[src/logic/paged_config_params.svh]
// Register offsets, page codes and field positions of the paged configuration bank
`ifndef PAGED_CONFIG_PARAMS_SVH
`define PAGED_CONFIG_PARAMS_SVH
`define OFS_SOFT_RESET 4'h0
`define OFS_OFFSET_LO 4'h1
`define OFS_OFFSET_HI 4'h2
`define OFS_DIGITAL_LO 4'h3
`define OFS_DIGITAL_HI 4'h4
`define OFS_PAIRING 4'h5
`define ADDR_ANALOG_PAGE 12'h011
`define BIT_RST_HI 7
`define BIT_RST_LO 0
`define BIT_SPLIT 0
`define PAGE_MAIN_DIGITAL 16'h6800
`define PAGE_LINK_DIGITAL 16'h6900
`define PAGE_LINK_ANALOG 16'h6A00
`define PAGE_OFFSET 16'h6100
`define SUBPAGE_OFFSET_READ 16'h0000
`define SUBPAGE_OFFSET_LOAD 16'h0500
`define ANALOG_MASTER 8'h80
`define ANALOG_CONVERTER 8'h0F
`define PREFIX_GENERAL 4'h0
`define PREFIX_DIGITAL_PTR 4'h4
`define PREFIX_DIGITAL_PAGE 4'h6
`define COMMIT_ADDR 12'h000
`define COMMIT_BIT 0
`define REG_RESET_VALUE 8'h00
`endif

[src/logic/paged_config_pkg.sv]
// Types shared by the paged configuration bank
package paged_config_pkg;
   typedef enum logic [4:0] {
      PAGE_NONE = 5'b00001,
      PAGE_MAIN = 5'b00010,
      PAGE_LINK_DIG = 5'b00100,
      PAGE_LINK_ANA = 5'b01000,
      PAGE_OFFSET = 5'b10000
   } digital_page_t;
endpackage : paged_config_pkg

[src/logic/paged_config_register_bank.sv]
// Paged configuration register bank: general registers and page routing
//
// Function
// - Writing one to bit 7 or 0 of register 0 pulses soft reset; bit self-clears.
// - Digital pointer at registers 3/4; 6800h, 6900h, 6A00h pick main, link digital, link analog.
// - Pointer 6100h opens offset pages; secondary pointer 0000h readback, 0500h load.
// - Pairing bit zero writes both channels; one follows the channel-select bit.
// - Register 11h picks analog page: 80h master, 0Fh converter.
// - Main digital page writes commit after host writes 01h then 00h to 6-000h.
// - All general registers reset to zero: no page, channels paired.
`include "paged_config_params.svh"
module paged_config_register_bank
   import paged_config_pkg::*;
#(
   parameter int ADDR_W = 12
) (
   input wire logic i_clk,
   input wire logic i_rst,
   input wire logic i_wr,
   input wire logic i_rd,
   input wire logic [3:0] i_prefix,
   input wire logic [ADDR_W-1:0] i_addr,
   input wire logic [7:0] i_wdata,
   input wire logic i_chan_sel,
   output logic [7:0] o_rdata,
   output logic o_soft_reset,
   output logic [15:0] o_digital_page_pointer,
   output logic [15:0] o_offset_page_pointer,
   output logic [7:0] o_analog_page_pointer,
   output logic o_split_channel_programming,
   output digital_page_t o_digital_page,
   output logic o_offset_read_sel,
   output logic o_offset_load_sel,
   output logic o_analog_master_sel,
   output logic o_analog_converter_sel,
   output logic o_page_wr,
   output logic o_analog_wr,
   output logic o_wr_chan_a,
   output logic o_wr_chan_b,
   output logic [ADDR_W-1:0] o_page_addr,
   output logic [7:0] o_page_wdata,
   output logic o_main_commit
);
   logic [15:0] off_ptr_q;
   logic [15:0] dig_ptr_q;
   logic [7:0] ana_ptr_q;
   logic split_q;
   logic soft_rst_q;
   logic commit_arm_q;
   logic commit_q;
   logic [7:0] rdata_q;
   logic [7:0] rdata_d;

   wire gen_sel = (i_prefix == `PREFIX_GENERAL) || (i_prefix == `PREFIX_DIGITAL_PTR);
   wire gen_wr = i_wr && gen_sel && (i_addr[ADDR_W-1:4] == '0);
   wire ana_ptr_wr = i_wr && (i_prefix == `PREFIX_GENERAL) && (i_addr == `ADDR_ANALOG_PAGE);
   wire wr_rst = gen_wr && (i_addr[3:0] == `OFS_SOFT_RESET);
   wire rst_req = wr_rst && (i_wdata[`BIT_RST_HI] || i_wdata[`BIT_RST_LO]);
   wire dig_wr = i_wr && (i_prefix == `PREFIX_DIGITAL_PAGE);
   wire commit_wr = dig_wr && (o_digital_page == PAGE_MAIN) && (i_addr == `COMMIT_ADDR);
   wire chan_pair = !split_q;

   // page decode from the retained pointers
   always_comb begin
      unique case (dig_ptr_q)
         `PAGE_MAIN_DIGITAL: o_digital_page = PAGE_MAIN;
         `PAGE_LINK_DIGITAL: o_digital_page = PAGE_LINK_DIG;
         `PAGE_LINK_ANALOG: o_digital_page = PAGE_LINK_ANA;
         `PAGE_OFFSET: o_digital_page = PAGE_OFFSET;
         default: o_digital_page = PAGE_NONE;
      endcase
   end

   assign o_offset_read_sel = (o_digital_page == PAGE_OFFSET) && (off_ptr_q == `SUBPAGE_OFFSET_READ);
   assign o_offset_load_sel = (o_digital_page == PAGE_OFFSET) && (off_ptr_q == `SUBPAGE_OFFSET_LOAD);
   assign o_analog_master_sel = (ana_ptr_q == `ANALOG_MASTER);
   assign o_analog_converter_sel = (ana_ptr_q == `ANALOG_CONVERTER);
   assign o_page_wr = dig_wr && (o_digital_page != PAGE_NONE);
   assign o_analog_wr = i_wr && (i_prefix == `PREFIX_GENERAL) && !gen_wr && !ana_ptr_wr
      && (o_analog_master_sel || o_analog_converter_sel);
   assign o_wr_chan_a = chan_pair || !i_chan_sel;
   assign o_wr_chan_b = chan_pair || i_chan_sel;
   assign o_page_addr = i_addr;
   assign o_page_wdata = i_wdata;
   assign o_soft_reset = soft_rst_q;
   assign o_main_commit = commit_q;
   assign o_digital_page_pointer = dig_ptr_q;
   assign o_offset_page_pointer = off_ptr_q;
   assign o_analog_page_pointer = ana_ptr_q;
   assign o_split_channel_programming = split_q;
   assign o_rdata = rdata_q;

   always_comb begin
      rdata_d = `REG_RESET_VALUE;
      if (i_rd && gen_sel && (i_addr[ADDR_W-1:4] == '0)) begin
         unique case (i_addr[3:0])
            `OFS_OFFSET_LO: rdata_d = off_ptr_q[7:0];
            `OFS_OFFSET_HI: rdata_d = off_ptr_q[15:8];
            `OFS_DIGITAL_LO: rdata_d = dig_ptr_q[7:0];
            `OFS_DIGITAL_HI: rdata_d = dig_ptr_q[15:8];
            `OFS_PAIRING: rdata_d = {7'h00, split_q};
            default: rdata_d = 8'h00;
         endcase
      end else if (i_rd && (i_prefix == `PREFIX_GENERAL) && (i_addr == `ADDR_ANALOG_PAGE)) begin
         rdata_d = ana_ptr_q;
      end
   end

   always_ff @(posedge i_clk) begin
      if (i_rst) begin
         off_ptr_q <= {`REG_RESET_VALUE, `REG_RESET_VALUE};
         dig_ptr_q <= {`REG_RESET_VALUE, `REG_RESET_VALUE};
         ana_ptr_q <= `REG_RESET_VALUE;
         split_q <= 1'b0;
         soft_rst_q <= 1'b0;
         commit_arm_q <= 1'b0;
         commit_q <= 1'b0;
         rdata_q <= `REG_RESET_VALUE;
      end else begin
         soft_rst_q <= rst_req;
         rdata_q <= rdata_d;
         // pointers change only on their own writes
         if (gen_wr && i_addr[3:0] == `OFS_OFFSET_LO) off_ptr_q[7:0] <= i_wdata;
         if (gen_wr && i_addr[3:0] == `OFS_OFFSET_HI) off_ptr_q[15:8] <= i_wdata;
         if (gen_wr && i_addr[3:0] == `OFS_DIGITAL_LO) dig_ptr_q[7:0] <= i_wdata;
         if (gen_wr && i_addr[3:0] == `OFS_DIGITAL_HI) dig_ptr_q[15:8] <= i_wdata;
         if (gen_wr && i_addr[3:0] == `OFS_PAIRING) split_q <= i_wdata[`BIT_SPLIT];
         if (ana_ptr_wr) ana_ptr_q <= i_wdata;
         // commit fires on the 1 then 0 sequence
         commit_q <= 1'b0;
         if (commit_wr) begin
            commit_arm_q <= i_wdata[`COMMIT_BIT];
            commit_q <= commit_arm_q && !i_wdata[`COMMIT_BIT];
         end
      end
   end

   // Soft reset and commit pulses
   a_soft_reset_pulse: assert property (@(posedge i_clk) disable iff (i_rst)
      rst_req |=> o_soft_reset ##1 (!o_soft_reset || $past(rst_req)))
      else $error("soft reset not a pulse");
   a_soft_reset_src: assert property (@(posedge i_clk) disable iff (i_rst)
      o_soft_reset |-> $past(rst_req))
      else $error("soft reset without request");
   a_commit_seq: assert property (@(posedge i_clk) disable iff (i_rst)
      o_main_commit |-> $past(commit_wr) && !$past(i_wdata[`COMMIT_BIT]))
      else $error("commit without 00h");
   a_commit_single: assert property (@(posedge i_clk) disable iff (i_rst)
      o_main_commit |=> !o_main_commit)
      else $error("commit longer than one cycle");
   a_commit_main_only: assert property (@(posedge i_clk) disable iff (i_rst)
      o_main_commit |-> $past(o_digital_page == PAGE_MAIN))
      else $error("commit outside main page");

   // Page decode
   a_page_main_dec: assert property (@(posedge i_clk) disable iff (i_rst)
      (o_digital_page_pointer == `PAGE_MAIN_DIGITAL) |-> (o_digital_page == PAGE_MAIN))
      else $error("main page decode");
   a_page_link_dig: assert property (@(posedge i_clk) disable iff (i_rst)
      (o_digital_page_pointer == `PAGE_LINK_DIGITAL) |-> (o_digital_page == PAGE_LINK_DIG))
      else $error("link digital page decode");
   a_page_link_ana: assert property (@(posedge i_clk) disable iff (i_rst)
      (o_digital_page_pointer == `PAGE_LINK_ANALOG) |-> (o_digital_page == PAGE_LINK_ANA))
      else $error("link analog page decode");
   a_page_offset_dec: assert property (@(posedge i_clk) disable iff (i_rst)
      (o_digital_page_pointer == `PAGE_OFFSET) |-> (o_digital_page == PAGE_OFFSET))
      else $error("offset page decode");
   a_offset_load_dec: assert property (@(posedge i_clk) disable iff (i_rst)
      o_offset_load_sel |-> (o_digital_page_pointer == `PAGE_OFFSET && o_offset_page_pointer == `SUBPAGE_OFFSET_LOAD))
      else $error("offset load decode");
   a_offset_read_dec: assert property (@(posedge i_clk) disable iff (i_rst)
      o_offset_read_sel |-> (o_digital_page_pointer == `PAGE_OFFSET && o_offset_page_pointer == `SUBPAGE_OFFSET_READ))
      else $error("offset read decode");
   a_analog_master: assert property (@(posedge i_clk) disable iff (i_rst)
      ana_ptr_wr && i_wdata == `ANALOG_MASTER |=> o_analog_master_sel)
      else $error("master page");
   a_analog_conv: assert property (@(posedge i_clk) disable iff (i_rst)
      ana_ptr_wr && i_wdata == `ANALOG_CONVERTER |=> o_analog_converter_sel)
      else $error("converter page");
   a_analog_wr_gate: assert property (@(posedge i_clk) disable iff (i_rst)
      o_analog_wr |-> (o_analog_master_sel || o_analog_converter_sel))
      else $error("analog write with no page");

   // Channel pairing and page writes
   a_pair_both_chan: assert property (@(posedge i_clk) disable iff (i_rst)
      !o_split_channel_programming |-> (o_wr_chan_a && o_wr_chan_b))
      else $error("pair write");
   a_split_one_chan: assert property (@(posedge i_clk) disable iff (i_rst)
      o_split_channel_programming |-> (o_wr_chan_a != o_wr_chan_b))
      else $error("split write");
   a_split_chan_sel: assert property (@(posedge i_clk) disable iff (i_rst)
      o_split_channel_programming && i_chan_sel |-> (o_wr_chan_b && !o_wr_chan_a))
      else $error("split write ignores channel select");
   a_page_wr_gate: assert property (@(posedge i_clk) disable iff (i_rst)
      o_page_wr |-> (i_prefix == `PREFIX_DIGITAL_PAGE && o_digital_page != PAGE_NONE))
      else $error("page write with no page");
   a_dig_hi_load: assert property (@(posedge i_clk) disable iff (i_rst)
      gen_wr && i_addr[3:0] == `OFS_DIGITAL_HI |=> o_digital_page_pointer[15:8] == $past(i_wdata))
      else $error("pointer high byte not loaded");

   // Reset values and pointer retention
   a_reset_zero: assert property (@(posedge i_clk)
      $past(i_rst) |-> (o_digital_page_pointer == '0 && !o_split_channel_programming && o_analog_page_pointer == '0))
      else $error("reset value");
   a_reset_clear: assert property (@(posedge i_clk)
      $past(i_rst) |-> (o_offset_page_pointer == '0 && !o_soft_reset && !o_main_commit && o_rdata == '0))
      else $error("reset clear");
   a_ptr_hold: assert property (@(posedge i_clk) disable iff (i_rst)
      !(gen_wr && i_addr[3:0] == `OFS_DIGITAL_LO) |=> $stable(o_digital_page_pointer[7:0]))
      else $error("pointer moved");
   a_dig_hi_hold: assert property (@(posedge i_clk) disable iff (i_rst)
      !(gen_wr && i_addr[3:0] == `OFS_DIGITAL_HI) |=> $stable(o_digital_page_pointer[15:8]))
      else $error("pointer high byte moved");
   a_off_ptr_hold: assert property (@(posedge i_clk) disable iff (i_rst)
      !(gen_wr && (i_addr[3:0] == `OFS_OFFSET_LO || i_addr[3:0] == `OFS_OFFSET_HI)) |=> $stable(o_offset_page_pointer))
      else $error("offset pointer moved");
   a_ana_ptr_hold: assert property (@(posedge i_clk) disable iff (i_rst)
      !ana_ptr_wr |=> $stable(o_analog_page_pointer))
      else $error("analog pointer moved");
   a_split_hold: assert property (@(posedge i_clk) disable iff (i_rst)
      !(gen_wr && i_addr[3:0] == `OFS_PAIRING) |=> $stable(o_split_channel_programming))
      else $error("pairing bit moved");
endmodule : paged_config_register_bank

[config.mk]
export PLATFORM = sky130hd
export DESIGN_NAME = paged_config_register_bank
export DESIGN_NICKNAME = d
export VERILOG_FILES = /design/src/logic/paged_config_pkg.sv /design/src/logic/paged_config_register_bank.sv
export VERILOG_INCLUDE_DIRS = /design/src /design/src/logic
export SDC_FILE = /design/constraint.sdc
export NUM_CORES = 1
export LEC_CHECK = 0
export ABC_AREA = 1
export BUFFER_PORTS_ARGS = -buffer_cell sky130_fd_sc_hd__buf_2
export CORE_MARGIN = 1.5
export CORE_UTILIZATION = 40
export DETAILED_ROUTE_END_ITERATION = 12
export GPL_ROUTABILITY_DRIVEN = 0
export HOLD_SLACK_MARGIN = 0.1
export PLACE_DENSITY_LB_ADDON = 0.1
export SYNTH_ARGS = -nofsm -noshare
export SYNTH_HDL_FRONTEND = slang
export SYNTH_SLANG_ARGS = --single-unit
[constraint.sdc]
create_clock -name i_clk -period 1.8 [get_ports i_clk]
set_clock_uncertainty 0.2 [all_clocks]
set_input_delay 0.36 -clock i_clk [delete_from_list [all_inputs] [get_ports i_clk]]
set_output_delay 0.36 -clock i_clk [all_outputs]
set_load 0.01 [all_outputs]
======== Word-level counts from Yosys, hierarchy flattened ========
Cells that the tools add are included.
word-level totals
  bits in registers ....................... 52
  input bits .............................. 29
  word-level logic and storage cells ...... 74
cells by class
  multiplexer cells ....................... 4
  equal/unequal tests ..................... 18
  reductions and logical operators ........ 41
  bitwise gates (word level) .............. 1
operator list
  kind                                                               count
  16-bit by 15-bit == test with 1-bit output, second input constant  4
  8-bit case mux with 5 select lines                                 1
  1-bit logical AND                                                  25
  5-bit case mux with 4 select lines                                 1
  16-bit by 11-bit == test with 1-bit output, second input constant  1
  4-bit by 3-bit == test with 1-bit output, second input constant    4
  16-bit logical NOT                                                 1
  8-bit two-way mux                                                  2
  12-bit by 5-bit == test with 1-bit output, second input constant   1
  12-bit logical NOT                                                 1
  4-bit by 2-bit == test with 1-bit output, second input constant    2
  8-bit by 4-bit == test with 1-bit output, second input constant    1
  8-bit == test, second input constant                               1
  4-bit logical NOT                                                  2
  8-bit logical NOT                                                  1
  5-bit by 2-bit == test with 1-bit output, second input constant    1
  5-bit == test, second input constant                               1
  1-bit logical NOT                                                  5
  1-bit logical OR                                                   5
  5-bit by 1-bit != test with 1-bit output, second input constant    1
  4-bit by 1-bit == test with 1-bit output, second input constant    1
  2-bit OR reduction                                                 1
  1-bit NOT                                                          1

======== Depth between registers and ports, before layout ========
  depth in word-level cells ............... 8
  mapped depth ............................ 9
  gate-level depth less buffers ........... 8

======== Worst setup path before layout ========
No wires, ideal clock.
  path type ............................... reg2out
  from .................................... register dig_ptr_q[13], in the netlist o_digital_page_pointer[13]
  to ...................................... output port o_offset_read_sel
  setup slack ............................. -0.135 ns
  arrival time ............................ 1.375 ns
  stages on the path, launching flop included .. 6
  buffers on the path ..................... 0
  cell sequence ........................... dfxtp_1 nand2_1 nor3_1 nand2_1 or2_2 nor3_1
on the way
  cells in the longest elaborated chain, start to end .. 4
  elaborated cells on any way between the ends .. 7
RTL lines
  item                                        line                               source
  start, declared                             paged_config_register_bank.sv:45   logic [15:0] dig_ptr_q;
  start signal, assigned                      paged_config_register_bank.sv:112  dig_ptr_q <= {`REG_RESET_VALUE, `REG_RESET_VALUE};
  start signal, assigned                      paged_config_register_bank.sv:126  if (gen_wr && i_addr[3:0] == `OFS_DIGITAL_HI) dig_ptr_q[15:8] <= i_wdata;
  16-bit by 15-bit == test with 1-bit output  paged_config_register_bank.sv:65   unique case (dig_ptr_q)
  5-bit case mux with 4 select lines *        paged_config_register_bank.sv:65
  5-bit == test *                             paged_config_register_bank.sv:74   assign o_offset_read_sel = (o_digital_page == PAGE_OFFSET) && (off_ptr_q == `SUBPAGE_OFFSET_READ);
  1-bit logical AND *                         paged_config_register_bank.sv:74
  end, declared                               paged_config_register_bank.sv:32   output logic o_offset_read_sel,
Every way passes the cells marked *; elsewhere a longest branch is shown, timed or not.

======== Worst setup path after layout ========
  from .................................... register dig_ptr_q[6], in the netlist o_digital_page_pointer[6]
  to ...................................... output port o_page_wr
on the way
  cells in the longest elaborated chain, start to end .. 4
  elaborated cells on any way between the ends .. 7
RTL lines
  item                                        line                               source
  start signal, assigned                      paged_config_register_bank.sv:112
  start signal, assigned                      paged_config_register_bank.sv:125  if (gen_wr && i_addr[3:0] == `OFS_DIGITAL_LO) dig_ptr_q[7:0] <= i_wdata;
  16-bit by 15-bit == test with 1-bit output  paged_config_register_bank.sv:65
  5-bit case mux with 4 select lines *        paged_config_register_bank.sv:65
  5-bit by 1-bit != test with 1-bit output *  paged_config_register_bank.sv:78   assign o_page_wr = dig_wr && (o_digital_page != PAGE_NONE);
  1-bit logical AND *                         paged_config_register_bank.sv:78
  end, declared                               paged_config_register_bank.sv:36   output logic o_page_wr,
Marked as above.

==> impl_results.md <==
* DR WL/cell at 13.53 µm
* Iter 0 DRT Violations at 179
* Initial antenna violation count at 0
* Hold/Removal Path Class: input pin to flop
* Synth Warn # at 0
* Post-route antenna net violation count at 0
* Core Box Area at 7292 µm²
* Hold_sp: i_wdata[4]
* Period utilization at 1.191
* Final WL at 9526 µm
* P&R area growth vs syn at 34.76%
* Number of CTS-inserted buffers at 5
* Met2 Usage GRT at 0.3864
* Hold EP: o_digital_page_pointer[12]$_SDFFE_PP0P_
* Reg2reg path depth at 10
* Fraction of layout cells with a size suffix above 1 at 0.3620
* Internal at 1488 µW
* Synth top area share at 0.3422
* GR Overflow Total at 0
* Mapped Cells at 473
* Synth top area cells: dfxtp_1, nand2_1, nor2_1, inv_1, nand4_1
* Max cap viols at 0
* Clock group share of total power at 0.336
* Fin area at 4099 µm²
* Post-Syn Area at 3042 µm²
* Vias in the first global route at 2981
* Hold Buf Count CTS at 0
* P_sw at 546.1 µW
* Total Nets Final at 633
* RSZ-0062 raised after global routing: true
* #FFs+latches synth at 52
* Hold Path Depth at 3
* Pwr Density at 496.2 nW/µm²
* Critical Path AT at 1580 ps
* Hold WS at 177.5 ps
* R2r startpoint: o_digital_page_pointer[6]$_SDFFE_PP0P_
* GRT Resource Usage Total at 0.2356
* P_leak at 0.002193 µW
* I/O pin count at 113
* Die Ht at 90.20 µm
* Peak VDD IR at 275.1 µV
* Critical path endpoint category: primary output
* Total power at 2034 µW
* Worst EP required at 1240 ps
* CTS clk-pin slew, worst paths at 100 ps
* Maximum clock path buffer count at 2
* Vias post-DR at 3351
* Placed cell area at 3801 µm²
* Hold Fails Final Rpt at 0
* Post-synthesis sequential area ratio at 0.3422
* GR peak layer: met2
* Initial Util at 0.4171
* Die width at 90.20 µm
* M1 GR Usage at 0.3175
* Crit Path Category: flop to primary output
* Fmax at 466.4 MHz
* Clock latency on the worst-skew pair at 320 ps
* GRT met3 Usage at 0.04230
* Drt pass-1 iters at 4
* Failing checks: negative setup slack
* DIE AREA at 8136 µm²
* # diodes at 0
* Syn nets at 502
* CP Max Fanout at 2
* Tightest Pin Transition at 305.2 ps
* Drt via density at 4.760
* First-pass GRT wire length at 15060 µm
* Fin worst setup slack at -343.9 ps
* Reg2Reg Capture Point: o_main_commit$_SDFF_PP0_
* Std-Cell Rows at 31
* Syn_area_per_cell at 6.431 µm²
* Netlist cell types at 26
* Pins Over Slew Limit at 0
* Sw frac at 0.2685
* Startpoint Class: flop
* Fill cell count at 758
* Relative slew slack at 0.7944
* Sequential Power Share at 0.563
* Clock H-tree levels at 2
* Maximum number of pins on one net before global-route repair at 24
* Port bufs at 112
* Minimum clock period at 2144 ps
* Clock Sinks at 52
* DP HPWL at 7218 µm
* Post-synth top area cell: dfxtp_1
* Root Buffer: clkbuf_8
* Power share of the combinational group at 0.101
* TritonCTS clock tree: done
* Drt drc at 0
* Setup violators final at 10
* Status: finished, violations left
* Reg2Reg Setup Slack at 160 ps
synthesized netlist by cell type:
cell type,instances
nor4_1,1
or2_2,2
nor2_1,83
nand3_1,20
buf_4,22
nand3_4,1
nor3_1,7
nand3_2,2
nand2_2,1
nand3b_1,1
clkinv_1,1
dfxtp_1,52
o21ai_1,4
a21oi_1,24
o21ai_0,13
clkbuf_1,5
nor2_2,1
nand3b_4,2
o21bai_1,1
buf_6,5
inv_4,1
nand2_1,128
nor2_4,7
buf_2,3
nand4_1,31
inv_1,55
cell type report:
class	count	area, µm²	area share
inverter	57	216.5	0.05281
multi-input combinational	329	1630	0.3977
tap	99	123.9	0.03022
clock inverter	3	18.77	0.004579
timing repair buffer	159	978.4	0.2387
sequential	52	1062	0.2592
clock buffer	5	68.82	0.01679
worst max-delay path, cell delays in order, from the launching register on:
cell,delay (ps)
dfxtp_2,340
nor2_2,110
nand2_1,70
nor2_2,150
nand2_2,70
buf_6,120
a21oi_4,120
nor2_2,50
nor2_1,100
buf_2,130
through the flow:
stage | setup slack (ps) | utilization | instances | TNS [ps]
floorplan | -23.74 | - | 473 | -23.74
global placement | -85.25 | 0.5213 | 688 | -334.7
detailed placement | -105.6 | 0.5213 | 688 | -568.8
CTS | -359.8 | 0.5487 | 701 | -2288
global route | -480.8 | 0.5621 | 704 | -3086
finish | -343.9 | 0.5621 | 704 | -2181
cell families (layout without fill, tap and decap cells):
family | after synthesis | in the layout | share of synthesized area
flops | 52 | 52 | 0.3422
buf+inv | 92 | 224 | 0.1551
simple gates | 287 | 287 | 0.4328
compound gates | 42 | 42 | 0.06993
how the worst max path moves through the flow:
stage                                      startpoint                end  slack, ps  cells after the start
3_5_place_dp   o_digital_page_pointer[1]$_SDFFE_PP0P_  o_offset_read_sel       -110                      7
5_1_grt        o_digital_page_pointer[6]$_SDFFE_PP0P_          o_page_wr       -480                      9
3_3_place_gp   o_digital_page_pointer[5]$_SDFFE_PP0P_  o_offset_read_sel        -90                      7
6_report       o_digital_page_pointer[6]$_SDFFE_PP0P_          o_page_wr       -340                      9
2_1_floorplan  o_digital_page_pointer[1]$_SDFFE_PP0P_  o_offset_read_sel        -20                      6
4_1_cts        o_digital_page_pointer[2]$_SDFFE_PP0P_          o_page_wr       -360                      9
what timing repair did:
item                       4_1_cts  5_1_grt
pin swaps                        7       12
setup endpoints to repair        9       11
buffers inserted                 5        4
cloned                           0        0
gates resized for setup         24       26
registers in the layout (all words and copies together) (netlist names):
signal / cells
o_offset_page_pointer: 16
o_digital_page_pointer: 16
commit_arm_q: 1
o_soft_reset: 1
o_rdata: 8
o_split_channel_programming: 1
o_main_commit: 1
o_analog_page_pointer: 8
placed cells by master, fill, tap and decap left out, types with 3 or more instances in the layout:
cell        n
o21ai_0    13
nand3_1    16
dfxtp_4     3
o21ai_1     4
buf_4      41
nor3_1      4
buf_6       8
nand3_2     5
nor2_4     11
nor2_1     74
inv_1      49
nor3_2      3
a21oi_1    23
nand2_1   127
nand4_1    31
buf_2     108
dfxtp_2     8
nor2_2      6
dfxtp_1    41
clkbuf_8    5
inv_2       6
per-layer routing:
metal	vias to the layer above	wire length, µm
li1	1746	-
met1	1472	4405
met2	125	4357
met3	8	629
met4	0	134
met5	-	0
power groups by stage:
stage          Sequential (µW)  Combinational (µW)  Clock, µW
2_1_floorplan             1180                 123          0
3_3_place_gp              1180                 204          0
3_5_place_dp              1180                 205          0
4_1_cts                   1150                 206        696
5_1_grt                   1150                 225        739
6_report                  1140                 205        684
Power figures use the tool's default switching activity.
